### config.mk
export PLATFORM = sky130hd
export DESIGN_NAME = rct_timer16
export DESIGN_NICKNAME = d
export VERILOG_FILES = /design/src/rtl/rct_pkg.sv /design/src/rtl/rct_prescaler.sv /design/src/rtl/rct_pulse_sync.sv /design/src/rtl/rct_timer16.sv
export VERILOG_INCLUDE_DIRS = /design/src /design/src/rtl
export SDC_FILE = /design/constraint.sdc
export NUM_CORES = 1
export LEC_CHECK = 0
export BUFFER_PORTS_ARGS = -buffer_cell sky130_fd_sc_hd__buf_2
export CAP_MARGIN = 5
export CORE_MARGIN = 3
export CORE_UTILIZATION = 25
export CTS_CLUSTER_SIZE = 16
export DETAILED_ROUTE_END_ITERATION = 7
export HOLD_SLACK_MARGIN = 0.12
export PLACE_DENSITY = 0.41
export SYNTH_ARGS = -nofsm -noshare
export SYNTH_HDL_FRONTEND = slang
export SYNTH_SLANG_ARGS = --single-unit
### constraint.sdc
create_clock -name clk -period 3.4 [get_ports clk]
set_clock_uncertainty 0.2 [all_clocks]
set_input_delay 0.68 -clock clk [delete_from_list [all_inputs] [get_ports clk]]
set_output_delay 0.68 -clock clk [all_outputs]
set_load 0.01 [all_outputs]
### src/rtl/rct_cfg.svh
`ifndef RCT_CFG_SVH
`define RCT_CFG_SVH

// ************************************************
// register map (byte addresses on the bus)
// ************************************************
`define RCT_ADDR_W 12
`define RCT_OFF_CTRL 12'h000
`define RCT_OFF_COUNT 12'h004
`define RCT_OFF_PERIOD 12'h008
`define RCT_OFF_STATUS 12'h00c
`define RCT_OFF_MASK 12'h010

// ************************************************
// control fields
// ************************************************
`define RCT_BIT_RUN 15
`define RCT_BIT_IDLE 13
`define RCT_BIT_GATE 6
`define RCT_BIT_PS_HI 5
`define RCT_BIT_PS_LO 4
`define RCT_BIT_SYNC 2
`define RCT_BIT_SRC 1
`define RCT_CTRL_WMASK 16'ha076
`define RCT_CTRL_RST 16'h0000
`define RCT_COUNT_RST 16'h0000
`define RCT_PERIOD_RST 16'hffff

// ************************************************
// interrupt status bits
// ************************************************
`define RCT_ST_PERIOD 0
`define RCT_ST_GATE 1
`define RCT_ST_W 2
`define RCT_ST_RST 2'h0

// ************************************************
// prescaler terminal counts
// ************************************************
`define RCT_PS_TERM_1 8'h00
`define RCT_PS_TERM_8 8'h07
`define RCT_PS_TERM_64 8'h3f
`define RCT_PS_TERM_256 8'hff

`endif

### src/rtl/rct_pkg.sv
package rct_pkg;

   typedef enum logic [1:0] {
      rct_mode_timer,
      rct_mode_gated,
      rct_mode_sync_cnt,
      rct_mode_async_cnt
   } rct_mode_t;

   typedef logic [15:0] rct_word_t;

endpackage

### src/rtl/rct_prescaler.sv
`timescale 1ns/1ps
`include "rct_cfg.svh"

module rct_prescaler import rct_pkg::*; (
   input wire logic clk,
   input wire logic sys_rst,
   input wire logic clear,
   input wire logic tick_in,
   input wire logic [1:0] ratio,
   output logic tick_out
);

   logic [7:0] div_reg;
   logic [7:0] term;

   always_comb begin
      case (ratio)
         2'h0: term = `RCT_PS_TERM_1;
         2'h1: term = `RCT_PS_TERM_8;
         2'h2: term = `RCT_PS_TERM_64;
         default: term = `RCT_PS_TERM_256;
      endcase
   end

   always_ff @(posedge clk or posedge sys_rst) begin
      if (sys_rst) begin
         div_reg <= 8'h00;
      end else if (clear) begin
         div_reg <= 8'h00;
      end else if (tick_in) begin
         if (div_reg >= term) begin
            div_reg <= 8'h00;
         end else begin
            div_reg <= div_reg + 8'h01;
         end
      end
   end

   // combinational so the unsynchronised path adds no latency
   assign tick_out = tick_in && (div_reg >= term);

endmodule

### src/rtl/rct_pulse_sync.sv
`timescale 1ns/1ps

module rct_pulse_sync import rct_pkg::*; (
   input wire logic clk,
   input wire logic sys_rst,
   input wire logic pulse_in,
   output logic pulse_out
);

   logic meta_reg;
   logic sync_reg;

   // two stages; first stage feeds only the second
   always_ff @(posedge clk or posedge sys_rst) begin
      if (sys_rst) begin
         meta_reg <= 1'b0;
         sync_reg <= 1'b0;
      end else begin
         meta_reg <= pulse_in;
         sync_reg <= meta_reg;
      end
   end

   assign pulse_out = sync_reg;

endmodule

### src/rtl/rct_timer16.sv
`timescale 1ns/1ps
`include "rct_cfg.svh"

module rct_timer16 import rct_pkg::*; (
   input wire logic clk,
   input wire logic sys_rst,
   input wire logic psel,
   input wire logic penable,
   input wire logic pwrite,
   input wire logic [11:0] paddr,
   input wire logic [31:0] pwdata,
   input wire logic [3:0] pstrb,
   output logic [31:0] prdata,
   output logic pready,
   output logic pslverr,
   input wire logic ext_count_clock_pin,
   input wire logic cpu_idle,
   input wire logic cpu_sleep,
   output logic irq
);

   // ************************************************
   // helper functions
   // ************************************************

   function automatic rct_mode_t decode_mode(input rct_word_t c);
      if (!c[`RCT_BIT_SRC]) begin
         // gate bit only matters on the internal clock
         if (c[`RCT_BIT_GATE]) begin
            return rct_mode_gated;
         end
         return rct_mode_timer;
      end
      if (c[`RCT_BIT_SYNC]) begin
         return rct_mode_sync_cnt;
      end
      return rct_mode_async_cnt;
   endfunction

   function automatic logic addr_hit(input logic [11:0] a);
      case (a)
         `RCT_OFF_CTRL,
         `RCT_OFF_COUNT,
         `RCT_OFF_PERIOD,
         `RCT_OFF_STATUS,
         `RCT_OFF_MASK: return 1'b1;
         default: return 1'b0;
      endcase
   endfunction

   function automatic rct_word_t merge_lanes(
      input rct_word_t old,
      input logic [31:0] wd,
      input logic [3:0] st
   );
      rct_word_t r;
      r[15:8] = st[1] ? wd[15:8] : old[15:8];
      r[7:0] = st[0] ? wd[7:0] : old[7:0];
      return r;
   endfunction

   // status and mask only use the low byte lane
   function automatic logic [`RCT_ST_W-1:0] status_bits(
      input logic [31:0] wd,
      input logic [3:0] st
   );
      return st[0] ? wd[`RCT_ST_W-1:0] : `RCT_ST_RST;
   endfunction

   // ************************************************
   // registers and state
   // ************************************************

   rct_word_t ctrl_reg;
   rct_word_t count_reg;
   rct_word_t period_reg;
   logic [`RCT_ST_W-1:0] status_reg;
   logic [`RCT_ST_W-1:0] mask_reg;
   logic pin_d_reg;
   logic [31:0] prdata_reg;
   logic pready_reg;
   logic pslverr_reg;
   logic irq_reg;

   // ************************************************
   // bus decode
   // ************************************************

   logic setup_phase;
   logic wr_take;
   logic wr_ctrl;
   logic wr_count;
   logic wr_period;
   logic wr_status;
   logic wr_mask;
   logic [31:0] rd_data;

   assign setup_phase = psel && !penable;
   // a write lands only on the access edge that completes it
   assign wr_take = psel && penable && pwrite && pready_reg;
   assign wr_ctrl = wr_take && (paddr == `RCT_OFF_CTRL);
   assign wr_count = wr_take && (paddr == `RCT_OFF_COUNT);
   assign wr_period = wr_take && (paddr == `RCT_OFF_PERIOD);
   assign wr_status = wr_take && (paddr == `RCT_OFF_STATUS);
   assign wr_mask = wr_take && (paddr == `RCT_OFF_MASK);

   always_comb begin
      rd_data = 32'h0000_0000;
      case (paddr)
         `RCT_OFF_CTRL: rd_data[15:0] = ctrl_reg;
         `RCT_OFF_COUNT: rd_data[15:0] = count_reg;
         `RCT_OFF_PERIOD: rd_data[15:0] = period_reg;
         `RCT_OFF_STATUS: rd_data[`RCT_ST_W-1:0] = status_reg;
         `RCT_OFF_MASK: rd_data[`RCT_ST_W-1:0] = mask_reg;
         default: rd_data = 32'h0000_0000;
      endcase
   end

   // ************************************************
   // bus response
   // ************************************************

   // zero wait states: ready rises in the first access cycle
   always_ff @(posedge clk or posedge sys_rst) begin
      if (sys_rst) begin
         pready_reg <= 1'b0;
      end else begin
         pready_reg <= setup_phase;
      end
   end

   always_ff @(posedge clk or posedge sys_rst) begin
      if (sys_rst) begin
         pslverr_reg <= 1'b0;
      end else begin
         pslverr_reg <= setup_phase && !addr_hit(paddr);
      end
   end

   // captured in setup, so the word stands through the access cycle
   always_ff @(posedge clk or posedge sys_rst) begin
      if (sys_rst) begin
         prdata_reg <= 32'h0000_0000;
      end else if (setup_phase && !pwrite) begin
         prdata_reg <= rd_data;
      end else if (setup_phase) begin
         prdata_reg <= 32'h0000_0000;
      end
   end

   // ************************************************
   // control and configuration registers
   // ************************************************

   always_ff @(posedge clk or posedge sys_rst) begin
      if (sys_rst) begin
         ctrl_reg <= `RCT_CTRL_RST;
      end else if (wr_ctrl) begin
         // unimplemented bits are never stored
         ctrl_reg <= merge_lanes(ctrl_reg, pwdata, pstrb)
                     & `RCT_CTRL_WMASK;
      end
   end

   always_ff @(posedge clk or posedge sys_rst) begin
      if (sys_rst) begin
         period_reg <= `RCT_PERIOD_RST;
      end else if (wr_period) begin
         period_reg <= merge_lanes(period_reg, pwdata, pstrb);
      end
   end

   always_ff @(posedge clk or posedge sys_rst) begin
      if (sys_rst) begin
         mask_reg <= `RCT_ST_RST;
      end else if (wr_mask) begin
         mask_reg <= status_bits(pwdata, pstrb);
      end
   end

   // ************************************************
   // mode and count source selection
   // ************************************************

   rct_mode_t mode;
   logic run_bit;
   logic idle_halt;
   logic [1:0] prescale_select;
   logic ext_rise;
   logic gate_fall;
   logic run_ok;
   logic src_tick;
   logic presc_in;
   logic presc_out;
   logic presc_synced;
   logic presc_clear;
   logic cnt_tick;
   logic period_hit;

   assign mode = decode_mode(ctrl_reg);
   assign run_bit = ctrl_reg[`RCT_BIT_RUN];
   assign idle_halt = ctrl_reg[`RCT_BIT_IDLE];
   assign prescale_select = ctrl_reg[`RCT_BIT_PS_HI:`RCT_BIT_PS_LO];

   // pin is synchronous to clk; one delayed copy gives its edges
   always_ff @(posedge clk or posedge sys_rst) begin
      if (sys_rst) begin
         pin_d_reg <= 1'b0;
      end else begin
         pin_d_reg <= ext_count_clock_pin;
      end
   end

   assign ext_rise = ext_count_clock_pin && !pin_d_reg;
   // the same pin serves as the gate in gated timer mode
   assign gate_fall = !ext_count_clock_pin && pin_d_reg;

   // sleep stops the instruction clock; only the async path lives on
   always_comb begin
      run_ok = run_bit;
      if (cpu_idle && idle_halt) begin
         run_ok = 1'b0;
      end
      if (cpu_sleep && (mode != rct_mode_async_cnt)) begin
         run_ok = 1'b0;
      end
   end

   always_comb begin
      case (mode)
         rct_mode_timer: src_tick = 1'b1;
         // gated accumulation: every clk while the gate is high
         rct_mode_gated: src_tick = ext_count_clock_pin;
         rct_mode_sync_cnt: src_tick = ext_rise;
         rct_mode_async_cnt: src_tick = ext_rise;
         default: src_tick = 1'b0;
      endcase
   end

   assign presc_in = run_ok && src_tick;
   // restarting the divider keeps a new ratio or count clean
   assign presc_clear = !run_bit || wr_ctrl || wr_count;

   rct_prescaler u_prescaler (
      .clk(clk),
      .sys_rst(sys_rst),
      .clear(presc_clear),
      .tick_in(presc_in),
      .ratio(prescale_select),
      .tick_out(presc_out)
   );

   // sync stage sits behind the divider, not in front of it
   rct_pulse_sync u_ext_sync (
      .clk(clk),
      .sys_rst(sys_rst),
      .pulse_in(presc_out),
      .pulse_out(presc_synced)
   );

   // a tick still in the sync stages is dropped once the run stops
   always_comb begin
      if (mode == rct_mode_sync_cnt) begin
         cnt_tick = run_ok && presc_synced;
      end else begin
         cnt_tick = presc_out;
      end
   end

   // a count already above the period runs on to the 16-bit wrap first
   assign period_hit = (count_reg == period_reg);

   // ************************************************
   // counter
   // ************************************************

   // a software write to the count beats a coincident tick
   always_ff @(posedge clk or posedge sys_rst) begin
      if (sys_rst) begin
         count_reg <= `RCT_COUNT_RST;
      end else if (wr_count) begin
         count_reg <= merge_lanes(count_reg, pwdata, pstrb);
      end else if (cnt_tick) begin
         if (period_hit) begin
            count_reg <= 16'h0000;
         end else begin
            count_reg <= count_reg + 16'h0001;
         end
      end
   end

   // ************************************************
   // interrupt status, mask and output
   // ************************************************

   logic [`RCT_ST_W-1:0] st_set;
   logic [`RCT_ST_W-1:0] st_clr;
   logic [`RCT_ST_W-1:0] status_next;

   always_comb begin
      st_set = `RCT_ST_RST;
      st_set[`RCT_ST_PERIOD] = cnt_tick && period_hit
                               && !wr_count;
      st_set[`RCT_ST_GATE] = (mode == rct_mode_gated) && run_ok
                             && gate_fall;
   end

   // writing a one clears a bit; zeros leave it alone
   assign st_clr = wr_status ? status_bits(pwdata, pstrb)
                             : `RCT_ST_RST;

   // set wins over a write-one-to-clear in the same cycle
   assign status_next = (status_reg & ~st_clr) | st_set;

   always_ff @(posedge clk or posedge sys_rst) begin
      if (sys_rst) begin
         status_reg <= `RCT_ST_RST;
      end else begin
         status_reg <= status_next;
      end
   end

   // registered, so irq trails the status bit by one cycle
   always_ff @(posedge clk or posedge sys_rst) begin
      if (sys_rst) begin
         irq_reg <= 1'b0;
      end else begin
         irq_reg <= |(status_reg & mask_reg);
      end
   end

   // ************************************************
   // outputs
   // ************************************************

   assign prdata = prdata_reg;
   assign pready = pready_reg;
   assign pslverr = pslverr_reg;
   assign irq = irq_reg;

endmodule
# Word level (Yosys, flattened, before mapping)
# Index checks and enable logic that the tools add are counted.
# word_totals
reg_bits	89
in_bits	56
out_inout_bits	35
word_cells	112
# classes
add_sub_neg	2
n_lt_le_gt_ge	1
eq_ne	13
mux	30
bitwise	4
reduce_logical	46
# ops
op	n
32-bit 2-to-1 mux	2
16-bit 2-to-1 mux	3
14-bit one-hot mux with 3 select lines	1
8-bit 2-to-1 mux	5
12-bit by 4-bit equality test with 1-bit output (second input constant)	2
8-bit one-hot mux with 3 select lines	1
1-bit logical AND	22
16-bit by 1-bit adder with 16-bit output (second input constant)	1
16-bit equality test	1
2-bit 2-to-1 mux	8
12-bit by 3-bit equality test with 1-bit output (second input constant)	1
12-bit by 5-bit equality test with 1-bit output (second input constant)	1
12-bit logical NOT	1
2-bit AND reduction	6
2-bit one-hot mux with 5 select lines	1
8-bit by 1-bit adder with 8-bit output (second input constant)	1
8-bit >= comparator	1
1-bit 2-to-1 mux	8
1-bit logical NOT	7
2-bit equality test (second input constant)	3
2-bit inequality test (second input constant)	3
2-bit nonzero test	3
5-bit OR reduction	1
2-bit bitwise AND	2
7 further kinds	11

# Logic depth before layout (Yosys ltp)
# depth
depth_word	16
ltp_mapped	9
depth_no_buf	8

# Hierarchy
# A second synthesis with hierarchy kept.
# hier_totals
cells_unflattened	458
area_unflattened_um2	4445.5
# modules_own_cells
mod	n_inst	cells_per_inst	area_each_um2	seq_area_each_um2
rct_timer16	1	377	3666.0	1596.5
rct_prescaler	1	78	725.7	200.2
rct_pulse_sync	1	3	53.8	50.0

# Worst setup path after synthesis
# Ideal clock, no wire load.
# synth_timing
path_type	input-to-reg
start	input paddr[9]
end	register count_reg[1]
setup_ns	0.125
arrival_ns	2.656
t_required_ns	3.075
slack_ns	0.418
path_stages	8
n_path_buf	2
path_cell_list	or4_1 > nor4_4 > and2_1 > buf_4 > a311oi_2 > or2_1 > buf_2 > mux2_4
# synth_between
elab_chain_cells	4
elab_cells_between_ends	6
cone_classes	2 x eq/ne; 1 x mux; 3 x reduce/logical
# synth_lines
element	line_no	text
from (decl)	rct_timer16.sv:10	input wire logic [11:0] paddr,
12-bit by 3-bit equality test with 1-bit output (*)	-	
1-bit logical AND (*)	rct_timer16.sv:102	assign wr_count = wr_take && (paddr == `RCT_OFF_COUNT);
2-bit inequality test (no line) / 2-bit nonzero test (equally long branches)	-	
2-bit AND reduction (no line)	-	
to (signal assigned)	rct_timer16.sv:280	count_reg <= `RCT_COUNT_RST;
to (signal assigned)	rct_timer16.sv:282	count_reg <= merge_lanes(count_reg, pwdata, pstrb);
to (signal assigned)	rct_timer16.sv:287	count_reg <= count_reg + 16'h0001;
to (decl)	rct_timer16.sv:75	rct_word_t count_reg;
# Every way passes the cells marked *; elsewhere a longest branch is shown, timed or not.
# A chain may end at the register's enable or synchronous reset.

# Final worst setup path
# layout_timing
start	register ctrl_reg[5]
end	register count_reg[13]
# layout_between
elab_chain_cells	7
elab_cells_between_ends	9
cone_classes	1 x order compare; 2 x eq/ne; 2 x mux; 4 x reduce/logical
# layout_lines
element	line_no	text
from (decl)	rct_timer16.sv:74	rct_word_t ctrl_reg;
from (signal assigned)	rct_timer16.sv:157	ctrl_reg <= `RCT_CTRL_RST;
from (signal assigned)	rct_timer16.sv:160	ctrl_reg <= merge_lanes(ctrl_reg, pwdata, pstrb)
2-bit equality test, or another cell as far along	rct_prescaler.sv:17	case (ratio)
8-bit one-hot mux with 3 select lines (*)	rct_prescaler.sv:17	
8-bit >= comparator (*)	rct_prescaler.sv:40	assign tick_out = tick_in && (div_reg >= term);
1-bit logical AND (*)	rct_prescaler.sv:40	
1-bit 2-to-1 mux (*)	rct_timer16.sv:263	if (mode == rct_mode_sync_cnt) begin
2-bit nonzero test (no line) (*)	-	
2-bit AND reduction (no line) (*)	-	
# Marked as above.

==> results.txt <==
status -> finished, final reports clean
startpoint types -> flop
WHS Endpoint -> u_ext_sync.pulse_out
CTS hold repair buffers -> 0
Seq/Total Area, Yosys -> 0.4388
vias in the first global route -> 3422
Metal-1 WL -> 5468 um
logic gate share of total power -> 0.040
RSZ-0062 raised after global routing -> false
minimum clock period -> 2.946 ns
maximum number of pins on one net before global-route repair -> 33
period utilization -> 0.8663
Pre-antenna DRT Iters -> 5
EDFF count, synth -> 0
XOR/XNOR share of the synthesized area -> 0.04578
Compound-Gate Fraction of Synth Area -> 0.1775
critical-path maximum fanout -> 6
Post-CTS Setup Inserts -> 0
row count -> 46
reg-to-reg setup timing slack -> 0.45 ns
Die ar. -> 18430 um2
top sig layer -> met4
PortBufs -> 56
post-cts resize count -> 0
routed length on met3 -> 652 um
WL final -> 11900 um
drt initial violations -> 260
aggregate global routing overflow -> 0
Worst VDD drop -> 230.4 uV
worst rel slew slack -> 0.6119
synth top area cells -> dfrtp_1, dfstp_2, mux2_2, xnor2_1, buf_4
final net count -> 554
actual slew at the worst max-slew pin -> 0.5797 ns
CTS Buf Count -> 9
Hold Crit Start -> u_ext_sync.meta_reg
Synth top cells by count -> dfrtp_1, nand2_1, o21ai_0
critical path class -> flop to flop
static leakage -> 2.163 nW
share of layout cells above drive strength 1 -> 0.2869
CTS Root Cell -> clkbuf_16
Crit path arrival time -> 2.94 ns
R2R cell count -> 8
DR vias/cell -> 4.899
hold depth -> 0
post-synthesis cell count -> 429
f_max -> 0.3395 GHz
most common cell in the netlist -> dfrtp_1
adder-cell share of the synthesized area -> 0.02378
main combinational cell family by area after synthesis -> compound AO/OA/AOI/OAI gates
area growth from synthesis to layout -> 20.66%
Vias -> 3483
clock buffer depth -> 2
Clk Latency, worst-skew pair -> 0.33 ns
Remaining DRCs -> 0
Psw -> 0.4243 mW
ANT cells -> 0
H-tree Lvls -> 3
TritonCTS clock tree -> done
yosys warns -> 0
mapped cell area -> 4209 um2
die width -> 135.8 um
maxcap violations -> 0
die height -> 135.8 um
Synth top area share -> 0.3389
Core Box Area -> 16170 um2
setup violators final -> 0
num ports -> 91
critical path capture point type -> flop
Detail Route Antenna Nets -> 0
syn_area_per_cell -> 9.811 um2
worst hold slack -> 0.1496 ns
Flop pwr share -> 0.424
RR Startpoint -> ctrl_reg[5]
final hold vios -> 0
Setup TNS -> 0 ns
post-synth top area cell -> dfrtp_1
cell internal pwr -> 1.636 mW
most common flop cell mapped by yosys -> dfrtp_1
Sw Share -> 0.2060
ys async rst share -> 1.000
Hold Path Class -> flop to flop
simple-gate portion of the synthesized area -> 0.1763
Distinct cells, synth -> 59
gpl congestion -> 0.7827
Sink Count -> 73
met2 wire len -> 5651 um
PD cells -> 405.7 nW/um2
per-cell routed wire length -> 16.74 um
global-route wire length before repair -> 18910 um
Required @ worst endpoint -> 3.39 ns
FF-to-FF End -> count_reg[13]
post-synthesis mux area share -> 0.07224
initial antenna violation count -> 0
DP HPWL -> 9074 um
Synth Register Bits -> 73
initial core utilization -> 0.2603
Clock transition at path regs -> 0.06 ns
Total GRT Usage -> 0.1328
clock group share of total power -> 0.536
final number of max-transition violations -> 0
-- metrics by stage --
| stage | std cells | area [um2] | util | power (mW) | setup WS (ns) |
|---|---|---|---|---|---|
| 5_1_grt | 711 | 5079 | 0.3140 | 2.145 | 0.2139 |
| 2_1_floorplan | 444 | 4265 | - | 0.9415 | 0.4184 |
| 3_5_place_dp | 695 | 4738 | 0.2930 | 0.9729 | 0.3152 |
| 6_report | 711 | 5079 | 0.3140 | 2.060 | 0.4545 |
| 4_1_cts | 711 | 5079 | 0.3140 | 2.092 | 0.4188 |
| 3_3_place_gp | 695 | 4738 | 0.2930 | 0.9722 | 0.3344 |
-- power by group through the flow --
stage / combinational, mW / clock, mW / sequential [mW]
CTS: 0.0857 / 1.13 / 0.872
finish: 0.0832 / 1.10 / 0.873
detailed placement: 0.0854 / 0 / 0.888
global route: 0.0947 / 1.18 / 0.872
global placement: 0.0847 / 0 / 0.888
floorplan: 0.0533 / 0 / 0.888
-- cell type report --
cell class,count,area (um2)
repair buffers,74,415.4
flip-flops and latches,73,1847
clock inverters,3,90.09
clock buffers,13,250.2
well taps,216,270.3
fillers,1679,11090
multi-input cells,316,2146
inverters,16,60.06
-- layout by cell type (no fill, tap or decap), types with 3 or more instances in the layout --
cell       synthesis  routed
nand2b_1           4       4
nand3_1           16      16
xor2_1             4       4
xnor2_1           18      18
a222oi_1           6       6
dfrtp_1           57      57
o21ai_0           25      25
conb_1             1      16
a32oi_1            6       6
or4_1              3       3
mux2i_1            3       3
a22o_1             3       3
buf_4             17      18
nor4_1             3       3
inv_1             16      15
o22ai_1           12      12
nand2_1           34      34
o211ai_1           5       5
clkbuf_1          19       3
a21oi_1           10      10
nor3_1            11      11
or3_1              5       5
bufinv_16          0       3
ha_1               8       8
a211oi_1           9       9
clkbuf_16          0       9
buf_2              2      56
nor2b_1            4       4
nor2_1            24      24
and4_1             5       5
mux2_2            23      23
and2_1             3       3
nand3b_1           3       3
a22oi_1           15      15
dfstp_2           16      16
nand4_1            7       7
or2_2              3       3
-- per-layer routing --
layer	vias to the layer above	track usage
li1	1673	-
met1	1718	0.1791
met2	84	0.2165
met3	8	0.02303
met4	0	0.04367
met5	-	0
-- worst max-delay path by stage --
stage / to / from / depth (start not counted) / slack (ns)
floorplan: count_reg[1] / paddr[9] / 8 / 0.42
global placement: count_reg[13] / paddr[9] / 7 / 0.33
detailed placement: count_reg[13] / paddr[9] / 7 / 0.32
CTS: count_reg[13] / ctrl_reg[5] / 8 / 0.42
global route: count_reg[13] / ctrl_reg[5] / 8 / 0.21
finish: count_reg[13] / ctrl_reg[5] / 8 / 0.45
-- kinds of logic after synthesis --
kind of cell | after synthesis
AO/OA/AOI/OAI | 107
flip-flops | 73
multiplexers | 27
XOR/XNOR | 22
buffers and inverters | 55
other | 1
AND/OR/NAND/NOR | 136
adder cells (fa/ha/maj) | 8
-- worst max-delay path: stages (launching register included) --
cell	delay [ns]
dfrtp_1	0.44
nor2_1	0.17
ha_1	0.26
or2_2	0.27
a21oi_1	0.15
o211ai_1	0.27
a311oi_2	0.43
or2_0	0.44
a22oi_1	0.17
(Power assumes the default switching activity.)
